<file path="src/osc_regs_pkg.sv">
// Purpose: shared constants and types for the oscillator frequency control register bank
// Assumes: 8-bit registers behind an I2C target port, 2-bit page extension
// Notes: reset values are the power-up register contents

package osc_regs_pkg;

  // ----------------------------------------------------------------
  // register offsets (8-bit I2C register address)
  // ----------------------------------------------------------------
  localparam logic [7:0] OFF_CTRL_TRIGGER = 8'h07;
  localparam logic [7:0] OFF_HS_DIV_LO = 8'h17;
  localparam logic [7:0] OFF_LS_HS_HI = 8'h18;
  localparam logic [7:0] OFF_FB_FRAC0 = 8'h1a;
  localparam logic [7:0] OFF_FB_FRAC1 = 8'h1b;
  localparam logic [7:0] OFF_FB_FRAC2 = 8'h1c;
  localparam logic [7:0] OFF_FB_FRAC3 = 8'h1d;
  localparam logic [7:0] OFF_FB_INT_LO = 8'h1e;
  localparam logic [7:0] OFF_FB_INT_HI = 8'h1f;
  localparam logic [7:0] OFF_CAL_BYPASS = 8'h45;
  localparam logic [7:0] OFF_FINE_B0 = 8'he7;
  localparam logic [7:0] OFF_FINE_B1 = 8'he8;
  localparam logic [7:0] OFF_FINE_B2 = 8'he9;
  localparam logic [7:0] OFF_PAGE_SEL = 8'hff;
  localparam logic [1:0] PAGE_MAIN = 2'h0;

  // ----------------------------------------------------------------
  // field positions
  // ----------------------------------------------------------------
  localparam int BIT_SOFT_RESET = 7;
  localparam int BIT_CAL_START = 3;
  localparam int BIT_CAL_BYPASS = 7;
  localparam int LS_CODE_LSB = 4;
  localparam logic [6:0] CAL_BYPASS_RSVD = 7'h01;

  // ----------------------------------------------------------------
  // reset values
  // ----------------------------------------------------------------
  localparam logic [10:0] RST_HS_DIV = 11'h054;
  localparam logic [2:0] RST_LS_CODE = 3'h0;
  localparam logic [5:0] RST_LS_RATIO = 6'h01;
  localparam logic [42:0] RST_FB_DIV = 43'h064_0000_0000;
  localparam logic RST_CAL_BYPASS = 1'b0;
  localparam logic [23:0] RST_FINE_OFFSET = 24'h00_0000;
  localparam logic [1:0] RST_PAGE = 2'h0;

  // low-speed divider: codes from this one up all divide by the maximum
  localparam logic [2:0] LS_CODE_MAX = 3'h5;
  localparam logic [5:0] LS_RATIO_MAX = 6'h20;
  localparam logic [5:0] LS_RATIO_ONE = 6'h01;

  // ----------------------------------------------------------------
  // I2C target states
  // ----------------------------------------------------------------
  typedef enum logic [6:0] {
    ST_IDLE = 7'h01,
    ST_DEV = 7'h02,
    ST_PTR = 7'h04,
    ST_WDATA = 7'h08,
    ST_RDATA = 7'h10,
    ST_ACK = 7'h20,
    ST_RACK = 7'h40
  } i2c_state_e;

  localparam logic [3:0] BITS_PER_BYTE = 4'h8;

  // applied synthesizer configuration
  typedef struct packed {
    logic [10:0] hs_div;
    logic [2:0] ls_code;
    logic [5:0] ls_ratio;
    logic [42:0] fb_div;
    logic cal_bypass;
    logic [23:0] fine_offset;
  } osc_cfg_s;

  localparam osc_cfg_s RST_CFG = '{
    hs_div: RST_HS_DIV,
    ls_code: RST_LS_CODE,
    ls_ratio: RST_LS_RATIO,
    fb_div: RST_FB_DIV,
    cal_bypass: RST_CAL_BYPASS,
    fine_offset: RST_FINE_OFFSET
  };

endpackage

</file>
<file path="src/osc_freq_ctrl.sv">
// Purpose: register bank of a programmable oscillator, reached over an I2C target port
// Assumes: scl and sda are synchronous to i_clk and slow against it
// Notes: open-drain sda is split into input, output and output enable

`timescale 1ns/100ps

module osc_freq_ctrl #(
  parameter logic [6:0] DEV_ADDR = 7'h55  // arbitrary value
) (
  input wire logic i_clk,
  input wire logic i_srst,
  input wire logic i_ce,
  input wire logic i_scl,
  input wire logic i_sda,
  output logic o_sda_out,
  output logic o_sda_oe,
  output osc_regs_pkg::osc_cfg_s o_cfg,
  output logic o_soft_reset,
  output logic o_cal_start
);
  import osc_regs_pkg::*;

  // ----------------------------------------------------------------
  // state
  // ----------------------------------------------------------------
  i2c_state_e state_q;
  i2c_state_e ack_next_q;
  logic scl_q;
  logic sda_q;
  logic [7:0] sr_q;
  logic [7:0] tx_q;
  logic [3:0] cnt_q;
  logic [7:0] ptr_q;
  logic rw_q;
  logic wr_q;
  logic [7:0] wdat_q;
  logic [1:0] page_q;
  logic [7:0] fine_b0_q;
  logic [7:0] fine_b1_q;
  logic soft_rst_q;
  logic cal_start_q;
  logic sda_oe_q;
  osc_cfg_s cfg_q;

  // ----------------------------------------------------------------
  // bus conditions
  // ----------------------------------------------------------------
  wire scl_rise = i_scl & ~scl_q;
  wire scl_fall = ~i_scl & scl_q;
  wire start_cond = scl_q & i_scl & sda_q & ~i_sda;
  wire stop_cond = scl_q & i_scl & ~sda_q & i_sda;
  wire byte_done = scl_fall & (cnt_q == BITS_PER_BYTE);
  wire addr_match = (sr_q[7:1] == DEV_ADDR);

  // ----------------------------------------------------------------
  // address decode
  // ----------------------------------------------------------------
  wire main_page = (page_q == PAGE_MAIN);
  wire sel_ctrl = main_page & (ptr_q == OFF_CTRL_TRIGGER);
  wire sel_hs_lo = main_page & (ptr_q == OFF_HS_DIV_LO);
  wire sel_ls_hs = main_page & (ptr_q == OFF_LS_HS_HI);
  wire sel_fb0 = main_page & (ptr_q == OFF_FB_FRAC0);
  wire sel_fb1 = main_page & (ptr_q == OFF_FB_FRAC1);
  wire sel_fb2 = main_page & (ptr_q == OFF_FB_FRAC2);
  wire sel_fb3 = main_page & (ptr_q == OFF_FB_FRAC3);
  wire sel_fbi0 = main_page & (ptr_q == OFF_FB_INT_LO);
  wire sel_fbi1 = main_page & (ptr_q == OFF_FB_INT_HI);
  wire sel_byp = main_page & (ptr_q == OFF_CAL_BYPASS);
  wire sel_fine0 = main_page & (ptr_q == OFF_FINE_B0);
  wire sel_fine1 = main_page & (ptr_q == OFF_FINE_B1);
  wire sel_fine2 = main_page & (ptr_q == OFF_FINE_B2);
  // page select stays reachable from every page
  wire sel_page = (ptr_q == OFF_PAGE_SEL);

  wire wr_now = byte_done & (state_q == ST_WDATA);

  wire [2:0] ls_code_w = wdat_q[LS_CODE_LSB +: 3];
  wire [5:0] ls_ratio_w = (ls_code_w >= LS_CODE_MAX) ? LS_RATIO_MAX :
                          6'(LS_RATIO_ONE << ls_code_w);

  wire [7:0] rd_byte =
    sel_hs_lo ? cfg_q.hs_div[7:0] :
    sel_ls_hs ? {1'b0, cfg_q.ls_code, 1'b0, cfg_q.hs_div[10:8]} :
    sel_fb0 ? cfg_q.fb_div[7:0] :
    sel_fb1 ? cfg_q.fb_div[15:8] :
    sel_fb2 ? cfg_q.fb_div[23:16] :
    sel_fb3 ? cfg_q.fb_div[31:24] :
    sel_fbi0 ? cfg_q.fb_div[39:32] :
    sel_fbi1 ? {5'h00, cfg_q.fb_div[42:40]} :
    sel_byp ? {cfg_q.cal_bypass, CAL_BYPASS_RSVD} :
    sel_fine0 ? fine_b0_q :
    sel_fine1 ? fine_b1_q :
    sel_fine2 ? cfg_q.fine_offset[23:16] :
    sel_page ? {6'h00, page_q} :
    8'h00;

  // ----------------------------------------------------------------
  // pin sampling
  // ----------------------------------------------------------------
  always_ff @(posedge i_clk) begin
    if (i_srst) begin
      scl_q <= 1'b1;
      sda_q <= 1'b1;
    end else if (i_ce) begin
      scl_q <= i_scl;
      sda_q <= i_sda;
    end
  end

  // ----------------------------------------------------------------
  // I2C target sequencer
  // ----------------------------------------------------------------
  always_ff @(posedge i_clk) begin
    if (i_srst) begin
      state_q <= ST_IDLE;
      ack_next_q <= ST_IDLE;
      sr_q <= 8'h00;
      tx_q <= 8'h00;
      cnt_q <= 4'h0;
      ptr_q <= 8'h00;
      rw_q <= 1'b0;
      sda_oe_q <= 1'b0;
    end else if (i_ce) begin
      if (start_cond) begin
        state_q <= ST_DEV;
        cnt_q <= 4'h0;
        sda_oe_q <= 1'b0;
      end else if (stop_cond) begin
        state_q <= ST_IDLE;
        sda_oe_q <= 1'b0;
      end else begin
        if (scl_rise) begin
          sr_q <= {sr_q[6:0], i_sda};
          cnt_q <= cnt_q + 4'h1;
        end
        case (state_q)
          ST_DEV: begin
            if (byte_done) begin
              if (addr_match) begin
                rw_q <= sr_q[0];
                sda_oe_q <= 1'b1;
                state_q <= ST_ACK;
                ack_next_q <= sr_q[0] ? ST_RDATA : ST_PTR;
              end else begin
                state_q <= ST_IDLE;
              end
            end
          end
          ST_PTR: begin
            if (byte_done) begin
              ptr_q <= sr_q;
              sda_oe_q <= 1'b1;
              state_q <= ST_ACK;
              ack_next_q <= ST_WDATA;
            end
          end
          ST_WDATA: begin
            if (byte_done) begin
              sda_oe_q <= 1'b1;
              state_q <= ST_ACK;
              ack_next_q <= ST_WDATA;
            end
          end
          ST_ACK: begin
            if (scl_fall) begin
              cnt_q <= 4'h0;
              state_q <= ack_next_q;
              if (ack_next_q == ST_RDATA) begin
                tx_q <= rd_byte;
                sda_oe_q <= ~rd_byte[7];
              end else begin
                sda_oe_q <= 1'b0;
              end
              if (ack_next_q == ST_WDATA && !rw_q && wr_q) begin
                ptr_q <= ptr_q + 8'h01;
              end
            end
          end
          ST_RDATA: begin
            if (byte_done) begin
              sda_oe_q <= 1'b0;
              ptr_q <= ptr_q + 8'h01;
              cnt_q <= 4'h0;
              state_q <= ST_RACK;
            end else if (scl_fall) begin
              tx_q <= {tx_q[6:0], 1'b0};
              sda_oe_q <= ~tx_q[6];
            end
          end
          ST_RACK: begin
            if (scl_fall) begin
              cnt_q <= 4'h0;
              if (sr_q[0]) begin
                state_q <= ST_IDLE;
              end else begin
                state_q <= ST_RDATA;
                tx_q <= rd_byte;
                sda_oe_q <= ~rd_byte[7];
              end
            end
          end
          default: begin
            sda_oe_q <= 1'b0;
          end
        endcase
      end
    end
  end

  // ----------------------------------------------------------------
  // write strobe: data byte taken at its last bit, applied during ack
  // ----------------------------------------------------------------
  always_ff @(posedge i_clk) begin
    if (i_srst) begin
      wr_q <= 1'b0;
      wdat_q <= 8'h00;
    end else if (i_ce) begin
      if (wr_now) begin
        wdat_q <= sr_q;
      end
      if (start_cond) begin
        wr_q <= 1'b0;
      end else if (wr_now) begin
        wr_q <= 1'b1;
      end else if (state_q == ST_ACK && scl_fall) begin
        wr_q <= 1'b0;
      end
    end
  end

  // one write per byte: fires on the cycle wr_q rises
  logic wr_seen_q;
  wire wr_en = wr_q & ~wr_seen_q;

  always_ff @(posedge i_clk) begin
    if (i_srst) begin
      wr_seen_q <= 1'b0;
    end else if (i_ce) begin
      wr_seen_q <= wr_q;
    end
  end

  // ----------------------------------------------------------------
  // control register: bits act and are never stored
  // ----------------------------------------------------------------
  always_ff @(posedge i_clk) begin
    if (i_srst) begin
      soft_rst_q <= 1'b0;
      cal_start_q <= 1'b0;
    end else if (i_ce) begin
      soft_rst_q <= wr_en & sel_ctrl & wdat_q[BIT_SOFT_RESET];
      cal_start_q <= wr_en & sel_ctrl & wdat_q[BIT_CAL_START] & ~cfg_q.cal_bypass;
    end
  end

  // ----------------------------------------------------------------
  // configuration registers
  // ----------------------------------------------------------------
  // soft reset obeys the clock enable like any other update
  always_ff @(posedge i_clk) begin
    if (i_srst) begin
      cfg_q <= RST_CFG;
      page_q <= RST_PAGE;
      fine_b0_q <= 8'h00;
      fine_b1_q <= 8'h00;
    end else if (i_ce && soft_rst_q) begin
      cfg_q <= RST_CFG;
      page_q <= RST_PAGE;
      fine_b0_q <= 8'h00;
      fine_b1_q <= 8'h00;
    end else if (i_ce && wr_en) begin
      if (sel_hs_lo) begin
        cfg_q.hs_div[7:0] <= wdat_q;
      end else if (sel_ls_hs) begin
        cfg_q.hs_div[10:8] <= wdat_q[2:0];
        cfg_q.ls_code <= ls_code_w;
        cfg_q.ls_ratio <= ls_ratio_w;
      end else if (sel_fb0) begin
        cfg_q.fb_div[7:0] <= wdat_q;
      end else if (sel_fb1) begin
        cfg_q.fb_div[15:8] <= wdat_q;
      end else if (sel_fb2) begin
        cfg_q.fb_div[23:16] <= wdat_q;
      end else if (sel_fb3) begin
        cfg_q.fb_div[31:24] <= wdat_q;
      end else if (sel_fbi0) begin
        cfg_q.fb_div[39:32] <= wdat_q;
      end else if (sel_fbi1) begin
        cfg_q.fb_div[42:40] <= wdat_q[2:0];
      end else if (sel_byp) begin
        cfg_q.cal_bypass <= wdat_q[BIT_CAL_BYPASS];
      end else if (sel_fine0) begin
        fine_b0_q <= wdat_q;
      end else if (sel_fine1) begin
        fine_b1_q <= wdat_q;
      end else if (sel_fine2) begin
        cfg_q.fine_offset <= {wdat_q, fine_b1_q, fine_b0_q};
      end else if (sel_page) begin
        page_q <= wdat_q[1:0];
      end
    end
  end

  // ----------------------------------------------------------------
  // outputs
  // ----------------------------------------------------------------
  always_ff @(posedge i_clk) begin
    if (i_srst) begin
      o_sda_out <= 1'b0;
      o_sda_oe <= 1'b0;
      o_cfg <= RST_CFG;
      o_soft_reset <= 1'b0;
      o_cal_start <= 1'b0;
    end else if (i_ce) begin
      o_sda_out <= 1'b0;
      o_sda_oe <= sda_oe_q;
      o_cfg <= cfg_q;
      o_soft_reset <= soft_rst_q;
      o_cal_start <= cal_start_q;
    end
  end

endmodule

</file>
<file path="config.mk">
export PLATFORM = sky130hd
export DESIGN_NAME = osc_freq_ctrl
export DESIGN_NICKNAME = d
export VERILOG_FILES = /design/src/osc_regs_pkg.sv /design/src/osc_freq_ctrl.sv
export SDC_FILE = /design/constraint.sdc
export NUM_CORES = 1
export LEC_CHECK = 0
export ABC_AREA = 1
export BUFFER_PORTS_ARGS = -buffer_cell sky130_fd_sc_hd__buf_2
export CAP_MARGIN = 20
export CORE_UTILIZATION = 59
export DETAILED_ROUTE_END_ITERATION = 10
export PLACE_DENSITY = 0.79
export SYNTH_ARGS = -nofsm -noshare
export SYNTH_HDL_FRONTEND = slang
export SYNTH_SLANG_ARGS = --single-unit
</file>
<file path="constraint.sdc">
create_clock -name i_clk -period 2.3 [get_ports i_clk]
set_input_delay 0.345 -clock i_clk [delete_from_list [all_inputs] [get_ports i_clk]]
set_output_delay 0.345 -clock i_clk [all_outputs]
set_load 0.05 [all_outputs]
</file>
==> results.cfg <==
[die]
initial_utilization_pct = 60.73
dieWidth_um = 135.9
die-area_um2 = 18470
die_h_um = 135.9
rows = 48
io_pins = 97
core_um2 = 17420

[drt]
vias = 9830
drtIter0Drc = 736
routed-wl-met3_mm = 1.859
viasPerCell = 5.604
highest_layer = met4
ant_nets = 0
wl_per_cell_um = 16.51
drc_errors = 0
wl_met2_mm = 13.22
wl_mm = 28.96
wl_met1_mm = 12.92
drt_pass1_iterations = 5

[worst_setup_path]
criticalPathCategory = reg -> reg
critPathMaxStageDelay_ns = 0.37
reg2reg_depth = 14
cp-start-kind = register
rr_endpoint = state_q[5]
r2r_start = state_q[0]
end_kind = register
arrival_ns = 2.62
cp_max_fo = 13
regToRegSetupSlack_ns = 0.10
cpMostUsedCell = nand2_1
required_ns = 2.72
cp_cell_sequence = inv_1 -> nand2_1 -> inv_1 -> nand2_1 -> nor2_4 -> inv_2 -> nand2_1 -> nor2_1 -> nand3_1 -> o21ai_0 -> nand2_1 -> nand2_4 -> a21oi_1 -> a211oi_1
slowest_stage = dfxtp_1

[flow_run]
maxCapViolCount = 0

[power]
p_leak_nw = 5.456
combPwrFrac_pct = 7.6
power.total_mw = 9.678
seqPwrFrac_pct = 46.5
irDropWorstVdd_uv = 689.0
power_density_nw_per_um2 = 772.0
p_int_mw = 7.335
clkPwrFrac_pct = 45.9
switchingPower_mw = 2.343
switching_share_pct = 24.21

[timing]
min_period_over_period_pct = 95.53
final.setup_skew_ns = 0.009516
period_minus_slack_ns = 2.197
finalHoldViolCount = 0
worst_slew_pin_slew_ns = 0.7619
fin_tns_setup_ns = 0
relSlewSlack_pct = 49.15
rsz0062_at_grt = true
final-setup-viol-count = 0
max_clock_freq_ghz = 0.4551
maxSlewViolCount = 0

[clock_tree]
cts_tree = done
clockRootBuffer = clkbuf_16
cts_made_buffers = 26
htreeDepth = 1
clk_path_buf_depth = 3
cts_hold_buf = 0
clk_latency_ns = 0.53
clkSlewWorstSetupHoldPaths_ns = 0.06
numClockSinks = 251

[final_layout]
num_antenna_cells = 0
finalInstanceArea_um2 = 12540
final_cells = 1754
nNetsFinal = 1521
utilization_pct = 71.98
syn2layout_area_growth_pct = 18.51
drive_gt1_share_pct = 18.84
fillers = 1423

[place]
port_buffers = 95
placed_area_um2 = 11510
place_congestion = 0.9568
place_inst = 1706
hpwl_mm = 20.46

[synthesis]
ys_seq_area_share_pct = 47.50
syn_avg_cell_area_um2 = 7.566
ys.flop_type = dfxtp_1
syn_inst = 1398
ys_async_sr_fraction_pct = 0
ys_ff_latch = 251
ys_warn_count = 0
synth_nets = 1409
synthDistinctLibCells = 49
synth-edff-count = 0
syn_area_um2 = 10580

[global_route]
antenna_found_initial = 1
grt_max_degree = 73
overflow = 0
first_global_vias = 8955
grt_pass1_wl_mm = 46.04
grt_usage_pct = 31.61

[min_path]
hp-start = i_sda
hold_path.class = in -> reg
hold_depth = 3
holdPathEnd = sda_q

[outcome]
status = complete, no violations
-- critical path: cells and delay by family, from the launching register on --
kind                   cells  cell delay (ns)
flip-flops                 1             0.37
AND/OR/NAND/NOR            8             0.95
AO/OA/AOI/OAI              3             0.47
buffers and inverters      3             0.30
-- cell usage after synthesis (9+ instances only) --
| library cell | number | area (um^2) |
|---|---|---|
| o211ai_1 | 9 | 67.56 |
| a211oi_2 | 22 | 275.3 |
| nand4_1 | 13 | 81.33 |
| nor3_1 | 14 | 70.07 |
| nor2_1 | 278 | 1044 |
| dfxtp_1 | 251 | 5025 |
| a211oi_1 | 43 | 322.8 |
| o21ai_0 | 168 | 840.8 |
| clkbuf_1 | 54 | 202.7 |
| buf_2 | 13 | 65.06 |
| a31oi_1 | 10 | 62.56 |
| inv_1 | 96 | 360.4 |
| inv_2 | 14 | 52.55 |
| nor2_2 | 10 | 62.56 |
| nand2_1 | 184 | 690.7 |
| nand3_1 | 39 | 195.2 |
| a21oi_1 | 114 | 570.6 |
-- cell usage in the layout (no fill, tap or decap), drive strengths merged, types with 2 or more instances in the layout --
master,netlist,routed
a211oi,65,65
a21oi,114,114
a221oi,7,7
a22oi,2,2
a311oi,2,2
a31oi,10,10
buf,20,158
bufinv,0,4
clkbuf,54,36
clkinv,6,9
clkinvlp,0,2
dfxtp,251,251
ha,6,6
inv,111,113
nand2,185,185
nand3,41,41
nand4,15,15
nor2,291,291
nor3,18,18
nor4,6,6
o211ai,9,9
o21ai,170,170
or2,6,6
-- layer usage --
metal / vias up / GRT usage (%)
li1: 4904 / -
met1: 4500 / 42.32
met2: 358 / 51.62
met3: 68 / 4.847
met4: 0 / 11.36
met5: - / 0
-- what timing repair did --
action                                  in CTS  in global routing
setup buffers                                0                  1
endpoints found under the setup margin      12                 77
resized for setup                            2                 26
pin swaps                                    0                  2
-- registers in the layout, indices dropped and copies added, names as in the netlist, 7 cells and up --
register	cells
sr_q	8
fine_b0_q	8
o_cfg	88
cfg_q	88
fine_b1_q	8
tx_q	7
state_q	7
ptr_q	8
wdat_q	8
-- worst max-delay path by stage --
stage / from / end / slack, ns
after CTS: ptr_q[0] / cfg_q[66] / 0.01
final: state_q[0] / state_q[5] / 0.10
after global routing: ptr_q[1] / tx_q[2] / -0.03
after detailed placement: ptr_q[0] / cfg_q[65] / -0.09
after global placement: ptr_q[2] / cfg_q[65] / -0.05
after floorplan: ptr_q[0] / cfg_q[15] / 0.27
-- through the flow --
step	hold WS (ns)	setup slack [ns]
2_1_floorplan	0.4344	0.2682
3_3_place_gp	0.4395	-0.04586
3_5_place_dp	0.4418	-0.09448
4_1_cts	0.08119	0.009716
5_1_grt	0.08987	-0.03336
6_report	0.08512	0.1028
-- kinds of logic (layout without fill, tap and decap cells) --
logic type               count (synthesis)  in the layout  synth area share (%)
buffers and inverters                  191            322                 7.168
XOR/XNOR                                 1              1               0.08282
flip-flops                             251            251                 47.50
other                                    1              1               0.03545
AND/OR/NAND/NOR                        563            563                 22.83
AO/OA/AOI/OAI                          385            385                 21.67
adder cells (fa/ha/maj)                  6              6                0.7097
-- area by class of cell --
cell class	count	area (um^2)	share of cell area [%]
Sequential cell	251	5030	40.12
Timing Repair Buffer	158	1001	7.985
Clock buffer	36	749.5	5.979
Tap cell	225	281.5	2.246
Clock inverter	11	165.2	1.317
Multi-Input combinational cell	956	4863	38.80
Inverter	117	445.4	3.553
-- power by group through the flow --
stage | registers [mW] | clock network [mW] | logic [mW]
3_3_place_gp | 4.59 | 0 | 0.712
6_report | 4.50 | 4.44 | 0.733
4_1_cts | 4.50 | 4.48 | 0.726
5_1_grt | 4.51 | 4.66 | 0.793
2_1_floorplan | 4.86 | 0 | 0.293
3_5_place_dp | 4.59 | 0 | 0.721
No activity file was read; power rests on OpenSTA's default activity.
